**config.mk**
```make
export PLATFORM = sky130hd
export DESIGN_NAME = jafc_top
export DESIGN_NICKNAME = d
export VERILOG_FILES = /design/src/verilog/jafc_pkg.sv /design/src/verilog/jafc_chan.sv /design/src/verilog/jafc_top.sv
export SDC_FILE = /design/constraint.sdc
export NUM_CORES = 1
export LEC_CHECK = 0
export ABC_CLOCK_PERIOD_IN_PS = 9100
export BUFFER_PORTS_ARGS = -buffer_cell sky130_fd_sc_hd__buf_2
export CORE_ASPECT_RATIO = 0.6
export CORE_MARGIN = 2
export CORE_UTILIZATION = 63
export CTS_CLUSTER_DIAMETER = 100
export CTS_CLUSTER_SIZE = 30
export DETAILED_ROUTE_END_ITERATION = 10
export GPL_TIMING_DRIVEN = 0
export PLACE_DENSITY = 0.83
export SYNTH_ARGS = -nofsm -noshare
export SYNTH_HDL_FRONTEND = slang
export SYNTH_SLANG_ARGS = --single-unit
```
**constraint.sdc**
```tcl
create_clock -name CLK_SYS -period 9.1 [get_ports CLK_SYS]
set_input_delay 0 -clock CLK_SYS [delete_from_list [all_inputs] [get_ports CLK_SYS]]
set_output_delay 0 -clock CLK_SYS [all_outputs]
set_load 0.05 [all_outputs]
```
**src/verilog/jafc_pkg.sv**
```systemverilog
// Purpose: shared constants for the jitter attenuator buffer control block
// Assumes: AHB-Lite register port, 32-bit data, four channels
// Notes:   every offset, control field position and the control and mask reset values live here
package jafc_pkg;
  localparam int          NCH          = 4;
  localparam int          PTR_W        = 5;
  localparam int          CNT_W        = 6;
  // buffer depths in bits and the alarm margin
  localparam logic [5:0]  DEPTH_SHORT  = 6'h10;
  localparam logic [5:0]  DEPTH_LONG   = 6'h20;
  localparam logic [5:0]  LIMIT_MARGIN = 6'h02;
  localparam logic [4:0]  PTR_MASK_S   = 5'h0f;
  localparam logic [4:0]  PTR_MASK_L   = 5'h1f;
  // two-bit depth configuration encodings
  localparam logic [1:0]  CFG_OFF      = 2'h0;
  localparam logic [1:0]  CFG_SHORT    = 2'h1;
  localparam logic [1:0]  CFG_LONG     = 2'h2;
  // byte offsets of the registers
  localparam logic [7:0]  OFS_CTRL0    = 8'h00;
  localparam logic [7:0]  OFS_CTRL1    = 8'h04;
  localparam logic [7:0]  OFS_CTRL2    = 8'h08;
  localparam logic [7:0]  OFS_CTRL3    = 8'h0c;
  localparam logic [7:0]  OFS_ALARM    = 8'h10;
  localparam logic [7:0]  OFS_MASK     = 8'h14;
  localparam logic [7:0]  OFS_FILL     = 8'h18;
  localparam logic [7:0]  OFS_MODE     = 8'h1c;
  // channel control fields
  localparam int          CTRL_PATH    = 0;
  localparam int          CTRL_CFG_LO  = 1;
  localparam int          CTRL_CFG_HI  = 2;
  localparam int          CTRL_W       = 3;
  localparam logic [2:0]  CTRL_RESET   = 3'h0;
  localparam logic [3:0]  MASK_RESET   = 4'h0;
  // fill register packs one byte per channel
  localparam int          FILL_STRIDE  = 8;
  // ahb htrans bit that marks an active transfer
  localparam int          HTRANS_ACT   = 1;
endpackage

```
**src/verilog/jafc_chan.sv**
```systemverilog
// Purpose: one channel's elastic bit buffer with limit detection
// Assumes: write and read strobes are one-cycle pulses on clk
// Notes:   recentres to half depth when disabled or reinitialised
`timescale 1ns/10ps
module jafc_chan (
  input  wire logic       clk,
  input  wire logic       rst_n,
  input  wire logic       ce,
  input  wire logic       enable,
  input  wire logic       depth32,
  input  wire logic       reinit,
  input  wire logic       wr_stb,
  input  wire logic       wr_bit,
  input  wire logic       rd_stb,
  output logic            rd_bit,
  output logic            limit_hit,
  output logic [5:0]      fill
);
  logic [31:0] mem_q, mem_d;
  logic [4:0]  wr_q, wr_d, rd_q, rd_d;
  logic [5:0]  cnt_q, cnt_d;
  logic        bit_q, bit_d;
  logic        lim_q, lim_d;
  logic [5:0]  depth;
  logic [5:0]  half;
  logic [4:0]  pmask;
  logic        do_wr, do_rd;

  // depth follows the live configuration
  assign depth = depth32 ? jafc_pkg::DEPTH_LONG : jafc_pkg::DEPTH_SHORT;
  assign half  = depth >> 1;
  assign pmask = depth32 ? jafc_pkg::PTR_MASK_L : jafc_pkg::PTR_MASK_S;

  // next state of pointers, fill and output bit
  always_comb begin
    mem_d = mem_q;
    wr_d  = wr_q;
    rd_d  = rd_q;
    cnt_d = cnt_q;
    bit_d = bit_q;
    lim_d = 1'b0;
    do_wr = 1'b0;
    do_rd = 1'b0;
    if (!enable || reinit) begin
      // recentre so both margins start equal
      wr_d  = half[4:0];
      rd_d  = '0;
      cnt_d = half;
    end else begin
      do_wr = wr_stb && (cnt_q < depth);
      do_rd = rd_stb && (cnt_q != '0);
      if (do_wr) begin
        mem_d[wr_q] = wr_bit;
        wr_d = (wr_q + 5'h01) & pmask;
      end
      if (do_rd) begin
        bit_d = mem_q[rd_q];
        rd_d = (rd_q + 5'h01) & pmask;
      end
      cnt_d = cnt_q + {5'h00, do_wr} - {5'h00, do_rd};
      // blocked strobes at the extremes also count as limit events
      lim_d = (wr_stb || rd_stb) &&
              ((cnt_d >= depth - jafc_pkg::LIMIT_MARGIN) ||
               (cnt_d <= jafc_pkg::LIMIT_MARGIN));
    end
  end

  // registers only
  always_ff @(posedge clk or negedge rst_n) begin
    if (!rst_n) begin
      mem_q <= '0;
      wr_q  <= '0;
      rd_q  <= '0;
      cnt_q <= '0;
      bit_q <= 1'b0;
      lim_q <= 1'b0;
    end else if (ce) begin
      mem_q <= mem_d;
      wr_q  <= wr_d;
      rd_q  <= rd_d;
      cnt_q <= cnt_d;
      bit_q <= bit_d;
      lim_q <= lim_d;
    end
  end

  assign rd_bit    = bit_q;
  assign limit_hit = lim_q;
  assign fill      = cnt_q;
endmodule

```
**src/verilog/jafc_top.sv**
```systemverilog
// Purpose: four-channel jitter attenuator buffer control with AHB-Lite registers
// Assumes: all line clocks and pins are asynchronous to CLK_SYS and much slower
// Notes:   line clocks are oversampled; edges become one-cycle strobes
// What this block does
// - Host bit picks each channel's path
// - Hardware pin picks path for all channels
// - Buffer depth is 16 or 32 bits
// - Host bits pick depth or disable per channel
// - Hardware pins pick depth or disable globally
// - Write on path clock, read on dejittered clock
// - Flag set within two bits of limits
// - Reading flag recentres buffer, clears flag
// - Host mode ignores hardware config pins
// - Limit alarm drives active-low interrupt
//
// Added by the designer: the placing of the registers and the AHB-Lite interface to the registers.
`timescale 1ns/10ps
module jafc_top (
  input  wire logic        CLK_SYS,
  input  wire logic        RESET_N,
  input  wire logic        CLK_EN,
  input  wire logic        HSEL,
  input  wire logic [31:0] HADDR,
  input  wire logic [1:0]  HTRANS,
  input  wire logic        HWRITE,
  input  wire logic [2:0]  HSIZE,
  input  wire logic [31:0] HWDATA,
  input  wire logic        HREADY,
  output logic      [31:0] HRDATA,
  output logic             HREADYOUT,
  output logic             HRESP,
  input  wire logic        CONTROL_SOURCE_SELECT,
  input  wire logic        ATTEN_PATH_SELECT_PIN,
  input  wire logic        ATTEN_CFG_PIN_LO,
  input  wire logic        ATTEN_CFG_PIN_HI,
  input  wire logic [3:0]  TRANSMIT_PATH_CLOCK,
  input  wire logic [3:0]  TX_DATA_IN,
  input  wire logic [3:0]  RECOVERED_RECEIVE_CLOCK,
  input  wire logic [3:0]  RX_DATA_IN,
  input  wire logic [3:0]  DEJITTERED_CLOCK,
  output logic      [3:0]  TX_DATA_OUT,
  output logic      [3:0]  RX_DATA_OUT,
  output logic             INT_N
);
  localparam int NCH = jafc_pkg::NCH;

  // ---- input synchronisers ----
  // first stage feeds only the second stage
  logic [3:0] txc_s1, txc_s2, txc_s3;
  logic [3:0] txd_s1, txd_s2;
  logic [3:0] rxc_s1, rxc_s2, rxc_s3;
  logic [3:0] rxd_s1, rxd_s2;
  logic [3:0] djc_s1, djc_s2, djc_s3;
  logic [3:0] pin_s1, pin_s2;
  logic [3:0] pin_raw;

  assign pin_raw = {CONTROL_SOURCE_SELECT, ATTEN_PATH_SELECT_PIN,
                    ATTEN_CFG_PIN_HI, ATTEN_CFG_PIN_LO};

  // data is synchronised with its clock so the sampled bit lines up
  always_ff @(posedge CLK_SYS or negedge RESET_N) begin
    if (!RESET_N) begin
      txc_s1 <= '0;
      txc_s2 <= '0;
      txc_s3 <= '0;
      txd_s1 <= '0;
      txd_s2 <= '0;
      rxc_s1 <= '0;
      rxc_s2 <= '0;
      rxc_s3 <= '0;
      rxd_s1 <= '0;
      rxd_s2 <= '0;
      djc_s1 <= '0;
      djc_s2 <= '0;
      djc_s3 <= '0;
      pin_s1 <= '0;
      pin_s2 <= '0;
    end else if (CLK_EN) begin
      txc_s1 <= TRANSMIT_PATH_CLOCK;
      txc_s2 <= txc_s1;
      txc_s3 <= txc_s2;
      txd_s1 <= TX_DATA_IN;
      txd_s2 <= txd_s1;
      rxc_s1 <= RECOVERED_RECEIVE_CLOCK;
      rxc_s2 <= rxc_s1;
      rxc_s3 <= rxc_s2;
      rxd_s1 <= RX_DATA_IN;
      rxd_s2 <= rxd_s1;
      djc_s1 <= DEJITTERED_CLOCK;
      djc_s2 <= djc_s1;
      djc_s3 <= djc_s2;
      pin_s1 <= pin_raw;
      pin_s2 <= pin_s1;
    end
  end

  // rising edges of the sampled line clocks
  logic [3:0] tx_edge, rx_edge, dj_edge;
  assign tx_edge = txc_s2 & ~txc_s3;
  assign rx_edge = rxc_s2 & ~rxc_s3;
  assign dj_edge = djc_s2 & ~djc_s3;

  logic host_mode;
  logic hw_path;
  logic [1:0] hw_cfg;
  assign host_mode = pin_s2[3];
  assign hw_path   = pin_s2[2];
  assign hw_cfg    = pin_s2[1:0];

  // ---- register state ----
  logic [2:0] ctrl_q [NCH];
  logic [2:0] ctrl_d [NCH];
  logic [3:0] alarm_q, alarm_d;
  logic [3:0] mask_q, mask_d;
  logic [31:0] rdata_q, rdata_d;
  logic        wpend_q, wpend_d;
  logic [7:0]  waddr_q, waddr_d;

  // ---- effective per-channel configuration ----
  logic [3:0] path_tx;
  logic [1:0] cfg_eff [NCH];
  logic [3:0] ja_en;
  logic [3:0] ja_long;
  logic [3:0] cfg_chg;
  logic [3:0] limit_hit;
  logic [3:0] buf_bit;
  logic [5:0] fill [NCH];
  logic [3:0] read_clr;
  logic [3:0] reinit;
  logic [3:0] prev_en_q, prev_long_q, prev_path_q;

  // host bits win in host mode; pins are not looked at then
  always_comb begin
    for (int i = 0; i < NCH; i++) begin
      if (host_mode) begin
        path_tx[i] = ctrl_q[i][jafc_pkg::CTRL_PATH];
        cfg_eff[i] = {ctrl_q[i][jafc_pkg::CTRL_CFG_HI],
                      ctrl_q[i][jafc_pkg::CTRL_CFG_LO]};
      end else begin
        path_tx[i] = hw_path;
        cfg_eff[i] = hw_cfg;
      end
      // 11 falls back to bypass like 00
      ja_en[i]   = (cfg_eff[i] == jafc_pkg::CFG_SHORT) ||
                   (cfg_eff[i] == jafc_pkg::CFG_LONG);
      ja_long[i] = (cfg_eff[i] == jafc_pkg::CFG_LONG);
      // a depth or path change would corrupt the pointers, so recentre
      cfg_chg[i] = (ja_en[i] != prev_en_q[i]) ||
                   (ja_long[i] != prev_long_q[i]) ||
                   (path_tx[i] != prev_path_q[i]);
    end
  end

  assign reinit = cfg_chg | read_clr;

  // ---- per-channel buffers ----
  logic [3:0] wr_stb, wr_bit;
  assign wr_stb = (path_tx & tx_edge) | (~path_tx & rx_edge);
  assign wr_bit = (path_tx & txd_s2) | (~path_tx & rxd_s2);

  for (genvar g = 0; g < NCH; g++) begin : g_chan
    jafc_chan u_chan (
      .clk       (CLK_SYS),
      .rst_n     (RESET_N),
      .ce        (CLK_EN),
      .enable    (ja_en[g]),
      .depth32   (ja_long[g]),
      .reinit    (reinit[g]),
      .wr_stb    (wr_stb[g]),
      .wr_bit    (wr_bit[g]),
      .rd_stb    (dj_edge[g]),
      .rd_bit    (buf_bit[g]),
      .limit_hit (limit_hit[g]),
      .fill      (fill[g])
    );
  end

  // ---- line outputs ----
  // bypassed paths retime on their own clock edge
  logic [3:0] txo_q, txo_d, rxo_q, rxo_d;
  always_comb begin
    txo_d = txo_q;
    rxo_d = rxo_q;
    for (int i = 0; i < NCH; i++) begin
      if (ja_en[i] && path_tx[i]) begin
        txo_d[i] = buf_bit[i];
      end else if (tx_edge[i]) begin
        txo_d[i] = txd_s2[i];
      end
      if (ja_en[i] && !path_tx[i]) begin
        rxo_d[i] = buf_bit[i];
      end else if (rx_edge[i]) begin
        rxo_d[i] = rxd_s2[i];
      end
    end
  end

  // ---- AHB-Lite slave ----
  logic       take;
  logic [7:0] aoff;
  logic       mapped;
  assign take = HSEL && HTRANS[jafc_pkg::HTRANS_ACT] && HREADY && CLK_EN;
  assign aoff = HADDR[7:0];
  assign mapped = (HADDR[31:8] == '0);

  // read data is built in the address phase and held in a flop
  always_comb begin
    rdata_d  = rdata_q;
    read_clr = '0;
    wpend_d  = take && HWRITE;
    waddr_d  = take ? aoff : waddr_q;
    if (take && !HWRITE) begin
      rdata_d = '0;
      if (!mapped) begin
        rdata_d = '0;
      end else if (aoff == jafc_pkg::OFS_CTRL0) begin
        rdata_d[2:0] = ctrl_q[0];
      end else if (aoff == jafc_pkg::OFS_CTRL1) begin
        rdata_d[2:0] = ctrl_q[1];
      end else if (aoff == jafc_pkg::OFS_CTRL2) begin
        rdata_d[2:0] = ctrl_q[2];
      end else if (aoff == jafc_pkg::OFS_CTRL3) begin
        rdata_d[2:0] = ctrl_q[3];
      end else if (aoff == jafc_pkg::OFS_ALARM) begin
        rdata_d[3:0] = alarm_q;
        read_clr     = alarm_q;
      end else if (aoff == jafc_pkg::OFS_MASK) begin
        rdata_d[3:0] = mask_q;
      end else if (aoff == jafc_pkg::OFS_FILL) begin
        for (int i = 0; i < NCH; i++) begin
          rdata_d[i*jafc_pkg::FILL_STRIDE +: 6] = fill[i];
        end
      end else if (aoff == jafc_pkg::OFS_MODE) begin
        rdata_d[3:0] = pin_s2;
      end
    end
  end

  // write data arrives one cycle after its address
  always_comb begin
    for (int i = 0; i < NCH; i++) begin
      ctrl_d[i] = ctrl_q[i];
    end
    mask_d  = mask_q;
    alarm_d = alarm_q & ~read_clr;
    if (wpend_q) begin
      if (waddr_q == jafc_pkg::OFS_CTRL0) begin
        ctrl_d[0] = HWDATA[2:0];
      end else if (waddr_q == jafc_pkg::OFS_CTRL1) begin
        ctrl_d[1] = HWDATA[2:0];
      end else if (waddr_q == jafc_pkg::OFS_CTRL2) begin
        ctrl_d[2] = HWDATA[2:0];
      end else if (waddr_q == jafc_pkg::OFS_CTRL3) begin
        ctrl_d[3] = HWDATA[2:0];
      end else if (waddr_q == jafc_pkg::OFS_ALARM) begin
        alarm_d = alarm_d & ~HWDATA[3:0];
      end else if (waddr_q == jafc_pkg::OFS_MASK) begin
        mask_d = HWDATA[3:0];
      end
    end
    // a new limit event beats any clear in the same cycle
    alarm_d = alarm_d | limit_hit;
  end

  // all register and output state, frozen while CLK_EN is low
  always_ff @(posedge CLK_SYS or negedge RESET_N) begin
    if (!RESET_N) begin
      for (int i = 0; i < NCH; i++) begin
        ctrl_q[i] <= jafc_pkg::CTRL_RESET;
      end
      alarm_q     <= '0;
      mask_q      <= jafc_pkg::MASK_RESET;
      rdata_q     <= '0;
      wpend_q     <= 1'b0;
      waddr_q     <= '0;
      txo_q       <= '0;
      rxo_q       <= '0;
      prev_en_q   <= '0;
      prev_long_q <= '0;
      prev_path_q <= '0;
    end else if (CLK_EN) begin
      for (int i = 0; i < NCH; i++) begin
        ctrl_q[i] <= ctrl_d[i];
      end
      alarm_q     <= alarm_d;
      mask_q      <= mask_d;
      rdata_q     <= rdata_d;
      wpend_q     <= wpend_d;
      waddr_q     <= waddr_d;
      txo_q       <= txo_d;
      rxo_q       <= rxo_d;
      prev_en_q   <= ja_en;
      prev_long_q <= ja_long;
      prev_path_q <= path_tx;
    end
  end

  // zero wait states; stalls only while the clock enable is low
  assign HREADYOUT   = CLK_EN;
  assign HRESP       = 1'b0;
  assign HRDATA      = rdata_q;
  assign TX_DATA_OUT = txo_q;
  assign RX_DATA_OUT = rxo_q;
  // level interrupt, low while any unmasked alarm stands
  assign INT_N = ~|(alarm_q & mask_q);
endmodule
```
# [Word-level counts from Yosys, hierarchy flattened]
# Index checks and enable logic that the tools add are counted.
[totals] ff_bits=333 input_bits=99 out_inout_bits=43 wordCells=419
[classes] n_addsub=20 magnitude_cmp=24 n_eq_ne=32 mux=129 bitwise_logic=37 reduce_logical=118
[op_table] operator="6-bit two-way mux" count=33
[op_table] operator="32-bit bitwise mux" count=4
[op_table] operator="5-bit two-way mux" count=20
[op_table] operator="4-bit two-way mux" count=17
[op_table] operator="8-bit by 5-bit equality test with 1-bit output (second input constant)" count=6
[op_table] operator="5-bit by 6-bit < comparator with 1-bit output (second input constant)" count=8
[op_table] operator="5-bit by 1-bit adder with 5-bit output (second input constant)" count=8
[op_table] operator="4-bit bitwise AND" count=10
[op_table] operator="5-bit bitwise AND" count=8
[op_table] operator="2-bit AND reduction" count=18
[op_table] operator="8-bit by 4-bit equality test with 1-bit output (second input constant)" count=4
[op_table] operator="1-bit two-way mux" count=32
[op_table] operator="2-bit nonzero test" count=16
[op_table] operator="1-bit logical AND" count=29
[op_table] operator="3-bit AND reduction" count=9
[op_table] operator="6-bit by 1-bit adder with 6-bit output" count=4
[op_table] operator="6-bit greater-or-equal comparator" count=4
[op_table] operator="6-bit by 2-bit less-or-equal comparator with 1-bit output (second input constant)" count=4
[op_table] operator="24-bit logical NOT" count=1
[op_table] operator="1-bit logical OR" count=24
[op_table] operator="6-bit < comparator" count=4
[op_table] operator="3-bit two-way mux" count=8
[op_table] operator="4-bit inverter" count=6
[op_table] operator="6-bit nonzero test" count=4
[op_table] operator="19 further kinds" count=79

# [Longest topological paths before layout]
# Gate-level depths: netlist of run 1.
[depth] ltp_word=18 mapped_depth=21 depth_no_buf=18

# [Cells and area by module]
# Synthesis of run 1 repeated with hierarchy kept, for this count alone.
[unflattened] cells_unflattened=1588 area_unflattened_um2=17784.6
[modules_own_cells] module="jafc_top" n_inst=1 cells_each=494 area_per_inst_um2=6153.4 seq_area_each_um2=3328.2
[modules_own_cells] module="jafc_chan at g_chan[2].u_chan ..." n_inst=2 cells_each=267 area_per_inst_um2=2885.3 seq_area_each_um2=1251.2
[modules_own_cells] module="jafc_chan at g_chan[1].u_chan" n_inst=1 cells_each=279 area_per_inst_um2=2954.1 seq_area_each_um2=1251.2
[modules_own_cells] module="jafc_chan at g_chan[0].u_chan" n_inst=1 cells_each=281 area_per_inst_um2=2906.5 seq_area_each_um2=1251.2

# [Worst setup path after synthesis of run 1]
# OpenSTA, ideal clock, no wires.
[synth_path] kind="register to register" startpoint="register pin_s2[3]" endpoint="register g_chan[1].u_chan.lim_q" setup_time_ns=0.133 arrival_ns=3.659 required_time_ns=8.967 setup_slack_ns=5.309 stages_incl_launch_ff=22 n_path_buf=3 period_less_slack_ns=3.791 cell_sequence="dfrtp_1 buf_2 clkbuf_1 nand2b_1 nand2_1 ha_1 clkbuf_1 inv_1 ha_1 o21ai_0 nor2b_1 nand2_1 inv_1 ha_1 fa_1 a21oi_1 o21bai_1 xnor2_1 ha_1 and3_1 mux2i_1 a31oi_1"
[synth_between] elab_chain_cells=11 word_cells_on_any_way=29 classes_between="add/sub: 3; order compare: 3; eq/ne: 5; mux: 4; bitwise: 5; reduce/logical: 9"
[synth_lines] element="from (decl)" line="jafc_top.sv:54" rtl="logic [3:0] pin_s1, pin_s2;"
[synth_lines] element="from (signal assigned)" line="jafc_top.sv:93" rtl="pin_s2 <= pin_s1;"
[synth_lines] element="2-bit two-way mux *" line="jafc_top.sv:135" rtl="if (host_mode) begin"
[synth_lines] element="2-bit equality test *" line="jafc_top.sv:146" rtl="ja_long[i] = (cfg_eff[i] == jafc_pkg::CFG_LONG);"
[synth_lines] element="net g_chan[1].u_chan.depth32" line="jafc_chan.sv:10" rtl="input wire logic depth32,"
[synth_lines] element="6-bit two-way mux" line="jafc_chan.sv:30" rtl="assign depth = depth32 ? jafc_pkg::DEPTH_LONG : jafc_pkg::DEPTH_SHORT;"
[synth_lines] element="6-bit < comparator" line="jafc_chan.sv:50" rtl="do_wr = wr_stb && (cnt_q < depth);"
[synth_lines] element="1-bit logical AND" line="jafc_chan.sv:50"
[synth_lines] element="6-bit by 1-bit adder with 6-bit output" line="jafc_chan.sv:60" rtl="cnt_d = cnt_q + {5'h00, do_wr} - {5'h00, do_rd};"
[synth_lines] element="6-bit by 1-bit subtractor with 6-bit output" line="jafc_chan.sv:60"
[synth_lines] element="6-bit greater-or-equal comparator or 6-bit by 2-bit less-or-equal comparator with 1-bit output (tied branches)" line="jafc_chan.sv:63, jafc_chan.sv:64"
[synth_lines] element="1-bit logical OR" line="jafc_chan.sv:63" rtl="((cnt_d >= depth - jafc_pkg::LIMIT_MARGIN) ||"
[synth_lines] element="1-bit logical AND" line="jafc_chan.sv:62" rtl="lim_d = (wr_stb || rd_stb) &&"
[synth_lines] element="1-bit two-way mux *" line="jafc_chan.sv:44" rtl="if (!enable || reinit) begin"
[synth_lines] element="to (signal assigned)" line="jafc_chan.sv:83" rtl="lim_q <= lim_d;"
[synth_lines] element="to (decl)" line="jafc_chan.sv:23" rtl="logic lim_q, lim_d;"
# Mark *: on every way through the listed nets, which the timed path passes. The rest lies on a longest branch.
# A chain may end at the register's enable or synchronous reset.

# [Worst setup path in the final report of run 1]
[layout_path] startpoint="register pin_s2[3]" endpoint="register g_chan[3].u_chan.lim_q"
[layout_between] elab_chain_cells=11 word_cells_on_any_way=29 classes_between="add/sub: 3; order compare: 3; eq/ne: 5; mux: 4; bitwise: 5; reduce/logical: 9"
[layout_lines] element="2-bit two-way mux *" line="jafc_top.sv:135"
[layout_lines] element="2-bit equality test *" line="jafc_top.sv:146"
[layout_lines] element="net g_chan[3].u_chan.depth32" line="jafc_chan.sv:10"
[layout_lines] element="6-bit two-way mux" line="jafc_chan.sv:30"
[layout_lines] element="6-bit < comparator" line="jafc_chan.sv:50"
[layout_lines] element="1-bit logical AND" line="jafc_chan.sv:50"
[layout_lines] element="6-bit by 1-bit adder with 6-bit output" line="jafc_chan.sv:60"
[layout_lines] element="6-bit by 1-bit subtractor with 6-bit output" line="jafc_chan.sv:60"
[layout_lines] element="6-bit greater-or-equal comparator or 6-bit by 2-bit less-or-equal comparator with 1-bit output (tied branches)" line="jafc_chan.sv:63, jafc_chan.sv:64"
[layout_lines] element="1-bit logical OR" line="jafc_chan.sv:63"
[layout_lines] element="1-bit logical AND" line="jafc_chan.sv:62"
[layout_lines] element="1-bit two-way mux *" line="jafc_chan.sv:44"
[layout_lines] element="to (signal assigned)" line="jafc_chan.sv:83"
[layout_lines] element="to (decl)" line="jafc_chan.sv:23"
# Marks and branches as above.

==> results of run 1 <==
## state kept, by name, summed over array words and instances (netlist names), 8 cells and up
register	count
HRDATA	24
ctrl_q	12
g_chan.u_chan.fill	24
g_chan.u_chan.mem_q	128
g_chan.u_chan.rd_q	20
g_chan.u_chan.wr_q	20
waddr_q	8
## cells by family after synthesis
group,count (synthesis)
AO/OA/AOI/OAI,249
buffers and inverters,199
AND/OR/NAND/NOR,483
flip-flops,333
XOR/XNOR,24
adder cells (fa/ha/maj),64
multiplexers,296
other,1
## final cells by class
class	instances	area (um^2)	share of cell area
inverters	68	255	0.0126
flip-flops and latches	333	8330	0.411
multi-input cells	1125	9280	0.458
repair buffers	139	958	0.0473
clock buffers	15	375	0.0185
clock inverters	2	38.8	0.00191
plain buffers	131	566	0.0279
well taps	375	469	0.0231
## metal layers
| metal | track usage | vias up | part of all wire |
|---|---|---|---|
| met5 | 0.0274 | - | 0.0022 |
| li1 | - | 6501 | - |
| met2 | 0.497 | 817 | 0.42 |
| met4 | 0.0758 | 2 | 0.020 |
| met1 | 0.508 | 7438 | 0.43 |
| met3 | 0.112 | 84 | 0.12 |
## cells in the mapped netlist (12+ instances only)
cell        n  share of area
and3_1     19         0.0065
nand2_1    92          0.019
nor3b_1    14         0.0057
o31ai_1    15         0.0061
nand2b_1   21         0.0071
o22ai_1    17         0.0058
nand4_1   153          0.052
nor4_1     12         0.0041
buf_1      13         0.0027
a22o_1     31          0.015
inv_1      68          0.014
xnor2_1    19         0.0090
clkbuf_2   12         0.0033
mux4_2     37          0.045
clkbuf_1   84          0.017
nand3_1    30         0.0082
mux2_2    232           0.14
o21ai_0    37          0.010
a21oi_1    39          0.011
mux2i_1    27          0.015
a31oi_1    23         0.0078
ha_1       60          0.041
nor2b_1    20         0.0068
a211oi_1   13         0.0053
nor3_1     16         0.0044
dfrtp_1   333           0.45
nor2_1     49          0.010
## layout by cell type, fill, tap and decap left out, types with 19 or more instances in the layout
master         netlist  layout
a22o_1              31      31
a21oi_1             39      39
clkbuf_1            84      84
and3_1              19      19
nand2b_1            21      21
buf_2               11     109
inv_1               68      68
mux4_2              37      37
nand3_1             30      30
dfrtp_1            333     333
o21ai_0             37      37
mux2_2             232     232
ha_1                60      60
nor2_1              49      49
dlygate4sd3_1        0      37
xnor2_1             19      19
nor2b_1             20      20
nand4_1            153     153
nand2_1             92      92
a31oi_1             23      23
mux2i_1             27      27
## how the worst max path moves through the flow
| stage | from | to | cells after the start |
|---|---|---|---|
| final | pin_s2[3] | g_chan[3].u_chan.limit_hit | 19 |
| after global routing | pin_s2[3] | g_chan[3].u_chan.limit_hit | 19 |
| after CTS | pin_s2[3] | g_chan[3].u_chan.limit_hit | 19 |
| after detailed placement | pin_s2[3] | g_chan[3].u_chan.limit_hit | 19 |
| after global placement | RESET_N | g_chan[2].u_chan.mem_q[27] | 1 |
| after floorplan | pin_s2[3] | g_chan[1].u_chan.limit_hit | 21 |
## per-stage QoR
step,cell area [um^2],util
after global routing,20300,0.706
final,20300,0.706
after global placement,19400,0.676
after detailed placement,19500,0.679
after floorplan,18400,-
after CTS,20300,0.706
## worst reg2reg max path, stage by stage (launching register included)
cell,delay (ns)
dfrtp_1,0.44
buf_2,0.34
clkbuf_1,0.40
nand2b_1,0.27
nand2_1,0.08
ha_1,0.29
inv_1,0.22
ha_1,0.27
o21ai_0,0.10
nor2b_1,0.27
and2_1,0.30
ha_1,0.25
fa_1,0.24
a21oi_1,0.08
o21bai_1,0.29
xnor2_1,0.24
ha_1,0.30
and3_1,0.16
mux2i_1,0.15
a31oi_1,0.11
## power by group
group	internal [mW]	total, mW	leakage, nW	switching (mW)
registers	1.60	1.71	4.41	0.114
clock network	0.310	0.802	0.201	0.492
logic	0.367	0.990	4.32	0.623
total	2.27	3.50	8.93	1.23
## what timing repair did
item                                   4_1_cts  5_1_grt
resized for setup                            0        0
hold buffers                                37        0
endpoints found under the hold margin      292        0
==> reports/metrics.csv, run 1 <==
metric,value,unit
Clock Tree Buf Depth,3,
Power Density,173,mW/mm^2
H-Tree Depth,1,
WHS Path Cells,5,
Syn Area/Cell,11.2,um^2
critical path endpoint category,flop,
GR Util All Layers,0.345,
"slowest stage delay, CP",0.44,ns
cell count after placement,2134,
arrival time worst endpoint,5.33,ns
Via density,6.78,
"Hold Vio Cnt, Final",0,
clock-pin slew on the worst setup and hold paths,0.12,ns
Slew Limit Fails,0,
Fmax achieved,203,MHz
slew margin rel.,0.296,
post-synthesis adder-cell area fraction,0.0451,
Tightest Pin Transition,1.06,ns
CP required,9.51,ns
XOR/XNOR Fraction of Synth Area,0.0114,
skew final,0.0351,ns
post-route setup TNS,0,ns
Tcrit/Tclk final,0.541,
Clock Latency Late Sink,0.54,ns
WP buf/inv,3,
Setup WS post-layout,4.18,ns
post-synthesis simple-gate area fraction,0.148,
ant diodes,0,
Starting DRT DRC Count,2054,
area of the mapped netlist,0.0184,mm^2
Hold Startpoint,HADDR[19],
Port Buffers,99,
status,"finished, final reports clean",
first-pass GRT wire length,81000,um
initial antenna violation count,0,
number of buffers created by CTS,15,
largest net degree at the start of global routing,100,
library cells used by synthesis,69,
Power Total,3.50,mW
wire length per cell,23.7,um
Slowest cell on crit path,dfrtp_1,
Non-Filler Instances,2188,
I/O Pins,142,
RR Endpoint,g_chan[3].u_chan.limit_hit,
Die H,136,um
post-CTS setup repair buffer count,0,
top_reg_cell synth,dfrtp_1,
Antenna Nets Post-Route,0,
Rows,48,
Core Area,0.0287,mm^2
leakage power,8.93,nW
Worst Path Max Fanout,10,
Synth Register Bits,333,
crit-path leading delay family,adder cells,
Yosys warning total,0,
hold crit path type,in -> reg,
Hold WS,0.0481,ns
setup violators final,0,
largest family of logic cells by synthesized area,multiplexers,
Post-Syn Instances,1649,
layout cells sized above 1,0.244,
DRC,0,
worst path cell trace,buf_2 -> clkbuf_1 -> nand2b_1 -> nand2_1 -> ha_1 -> inv_1 -> ha_1 -> o21ai_0 -> nor2b_1 -> and2_1 -> ha_1 -> fa_1 -> a21oi_1 -> o21bai_1 -> xnor2_1 -> ha_1 -> and3_1 -> mux2i_1 -> a31oi_1,
CP most frequent cell,ha_1,
critical path startpoint category,flop,
total number of vias,14842,
effective utilization at floorplan,0.641,
Post-Place Worst Slack,4.50,ns
fraction of registers with async set/reset,1.00,
sequential share of the synthesized area,0.453,
vias in the first global route,14435,
crit path time final,4.92,ns
final WL,51900,um
Compound-Gate Fraction of Synth Area,0.0962,
GPL Wtd Cong,0.970,
worst vdd ir,179,uV
Layout Nets,1976,
CP Class,reg -> reg,
root buf cell,clkbuf_16,
Congestion Overflow GR,0,
reg2reg start,pin_s2[3],
Worst R2R Path Depth,19,
Reg2Reg Setup Slack,4.18,ns
CTS tree,yes,
CTS sink count,333,
fillers,2073,
number of flops mapped to enable cells by yosys,0,
Final HPWL DP,38300,um
area delta synth->final,10.2,%
Initial DRT Pass Iterations,8,
Worst Hold End,HRDATA[0],
Die ar.,0.0306,mm^2
RSZ-0062 raised after global routing,false,
max-cap violations,0,
proportion of synthesized area in mux cells,0.202,
Die W,225,um
Note: power is estimated with default switching activity, not from simulation.
==> run 2, diff against run 1 <==
Settings changed: ABC_AREA set to 1, ABC_CLOCK_PERIOD_IN_PS 9100 to 4130, CORE_UTILIZATION 63 to 55, PLACE_DENSITY 0.83 to 0.77.
Clock period 9.1 ns to 4.13 ns, I/O delays scaled along.
==> run 2 against run 1 <==
Compared with the run above: cell area increased by 3.3%; clock power increased by 120%; setup slack got worse by 4.0 ns; die area increased by 16%; critical path type unchanged; total power increased by 130%.
==> reports/metrics.csv, run 2 <==
metric,value,unit,change
Die H,147,um,+7.7%
Power Density,380,mW/mm^2,+120%
Slew Limit Fails,0,,unchanged
number of buffers created by CTS,15,,unchanged
Area after DPL,0.0199,mm^2,+2.2%
"commonest cells after routing, fill and taps aside","nand2_1, nand3_1, dfrtp_1",,
Congestion Overflow GR,0,,unchanged
layout cells sized above 1,0.0815,,-0.162
hold crit path type,in -> reg,,
largest net degree at the start of global routing,120,,+20%
Core Area,0.0336,mm^2,+17%
CTS sink count,333,,unchanged
Post-Syn Instances,2507,,+52%
Starting DRT DRC Count,2281,,+11%
fillers,2941,,+42%
Clock Latency Late Sink,0.53,ns,about the same
CP Class,reg -> reg,,
Yosys warning total,0,,unchanged
Via density,5.80,,-15%
Post-Place Worst Slack,-0.547,ns,-5.05 ns
setup violators final,0,,unchanged
I/O Pins,142,,unchanged
Power Total,7.96,mW,+130%
Clock Tree Buf Depth,3,,unchanged
Port Buffers,99,,unchanged
Setup WS post-layout,0.188,ns,-3.99 ns
Tightest Pin Transition,0.924,ns,-0.132 ns
effective utilization at floorplan,0.557,,-0.0843
skew final,0.0330,ns,-0.00208 ns
GPL Wtd Cong,0.968,,-0.27%
slew margin rel.,0.384,,+0.0880
max reg flops,128,,unchanged
crit path time final,3.94,ns,-0.977 ns
DRC,0,,unchanged
post-synth top area share,0.445,,-0.00787
Antenna Nets Post-Route,0,,unchanged
Die W,242,um,+7.8%
area delta synth->final,11.9,%,
CTS tree,yes,,
Synth Register Bits,333,,unchanged
CP required,4.54,ns,-4.97 ns
synth top area cells,"dfrtp_1, nand2_1, nand3_1",,
area of the mapped netlist,0.0187,mm^2,+1.8%
leakage power,10.3,nW,+16%
critical path endpoint category,flop,,
Layout Nets,2848,,+44%
Syn Area/Cell,7.47,um^2,-33%
Initial DRT Pass Iterations,9,,+1
critical path startpoint category,flop,,
Compound-Gate Fraction of Synth Area,0.0952,,-0.00100
"Design Area, Final",0.0210,mm^2,+3.3%
Tcrit/Tclk final,0.954,,+0.414
status,"finished, final reports clean",,
proportion of synthesized area in mux cells,0.000601,,-0.201
GR Util All Layers,0.312,,-0.0330
max-cap violations,0,,unchanged
Final HPWL DP,40600,um,+5.9%
Reg with most FFs,g_chan.u_chan.mem_q,,
clock-pin slew on the worst setup and hold paths,0.12,ns,about the same
fraction of registers with async set/reset,1.00,,unchanged
Storage cell area,0.00833,mm^2,about the same
initial antenna violation count,1,,+1
Fmax achieved,254,MHz,+25%
most numerous cell in the Yosys netlist,nand2_1,,
worst vdd ir,307,uV,+72%
"Hold Vio Cnt, Final",0,,unchanged
ant diodes,0,,unchanged
H-Tree Depth,1,,unchanged
"area leader, netlist",dfrtp_1,,
area of the multi-input gates,0.00926,mm^2,-0.31%
number of flops mapped to enable cells by yosys,0,,unchanged
XOR/XNOR Fraction of Synth Area,0.0178,,+0.00635
vias in the first global route,16874,,+17%
first-pass GRT wire length,89500,um,+10%
post-route setup TNS,0,ns,unchanged
total number of vias,18230,,+23%
Rows,52,,+8.3%
final WL,55700,um,+7.4%
wire length per cell,17.7,um,-25%
Worst Path Max Fanout,16,,+6
post-synthesis adder-cell area fraction,0.0444,,-0.000784
library cells used by synthesis,45,,-35%
largest family of logic cells by synthesized area,simple AND/OR/NAND/NOR gates,,
post-synthesis simple-gate area fraction,0.331,,+0.184
root buf cell,clkbuf_16,,
Die ar.,0.0356,mm^2,+16%
most frequent cells after synthesis,"nand2_1, nand3_1, dfrtp_1",,
arrival time worst endpoint,4.35,ns,-0.98 ns
"commonest non-fill, non-tap cell in the layout",nand2_1,,
sequential share of the synthesized area,0.445,,-0.00787
top_reg_cell synth,dfrtp_1,,
[run 2: cell count changes after synthesis, moves of 99 or more]
cell     change
inv_1       +99
mux2_2     -231
nand2_1    +628
nand3_1    +358
nand4_1    -134
nor2_1     +245
o21ai_0    +144
[run 2: final timing paths]
kind / endpoint / startpoint / cells past startpoint / slack (ns)
max: g_chan[3].u_chan.limit_hit / pin_s2[3] / 20 / 0.19
min: g_chan[2].u_chan.fill[5] / CLK_EN / 3 / 0.06
max reg2reg: g_chan[3].u_chan.limit_hit / pin_s2[3] / 20 / 0.19
min reg2reg: g_chan[1].u_chan.mem_q[18] / g_chan[1].u_chan.mem_q[18] / 2 / 0.48
max in group asynchronous: g_chan[3].u_chan.mem_q[22] / RESET_N / 5 / 2.54
min in group asynchronous: waddr_q[5] / RESET_N / 4 / 0.58
[run 2: cells by family after synthesis]
logic type / Yosys count
simple gates: 1463
mux: 1
fa+ha+maj: 64
other cells: 1
xor+xnor: 38
compound gates: 309
flops: 333
buf+inv: 298
[run 2: power by group]
| group | internal, mW | total [mW] | leakage [nW] | switching (mW) |
|---|---|---|---|---|
| Combinational | 0.773 | 2.48 | 5.65 | 1.71 |
| Sequential | 3.50 | 3.70 | 4.46 | 0.202 |
| Clock | 0.686 | 1.77 | 0.205 | 1.09 |
[run 2: routing by layer]
layer,vias to the layer above,part of all wire,global-route usage
met4,2,0.018,0.0623
met3,96,0.12,0.0789
met2,943,0.41,0.443
met1,8633,0.45,0.480
li1,8556,-,-
met5,-,0.00023,0
[run 2: what timing repair did]
action,4_1_cts,5_1_grt
setup endpoints to repair,4,4
hold buffers,50,0
resized for setup,16,16
setup buffers,2,3
pin swaps,2,1
endpoints found under the hold margin,176,0
[run 2: stage by stage]
| step | hold WS, ns | utilization | instances |
|---|---|---|---|
| finish | 0.0595 | 0.623 | 3145 |
| global route | 0.0572 | 0.623 | 3145 |
| CTS | 0.0221 | 0.621 | 3145 |
| detailed placement | -0.129 | 0.592 | 3076 |
| global placement | 0.200 | 0.589 | 3073 |
| floorplan | -0.296 | - | 2515 |
[run 2: area by class of cell]
cell class	instances	area share
inverters	180	0.0332
clock inverters	3	0.00209
repair buffers	157	0.0542
multi-input cells	1884	0.442
clock buffers	15	0.0179
well taps	459	0.0274
plain buffers	114	0.0258
flip-flops and latches	333	0.398
[run 2: critical path, stage by stage, from the launching register on]
cell,delay [ns]
dfrtp_2,0.47
buf_6,0.17
nor2_4,0.18
a21oi_2,0.08
ha_2,0.19
inv_1,0.17
ha_1,0.27
a21oi_1,0.22
nand2_2,0.16
inv_4,0.21
ha_1,0.25
fa_1,0.23
nand3_1,0.09
nand2_1,0.13
xor2_2,0.21
ha_1,0.27
nand3_1,0.08
o21bai_1,0.07
nand3b_1,0.18
nand3_1,0.12
o21ai_1,0.07
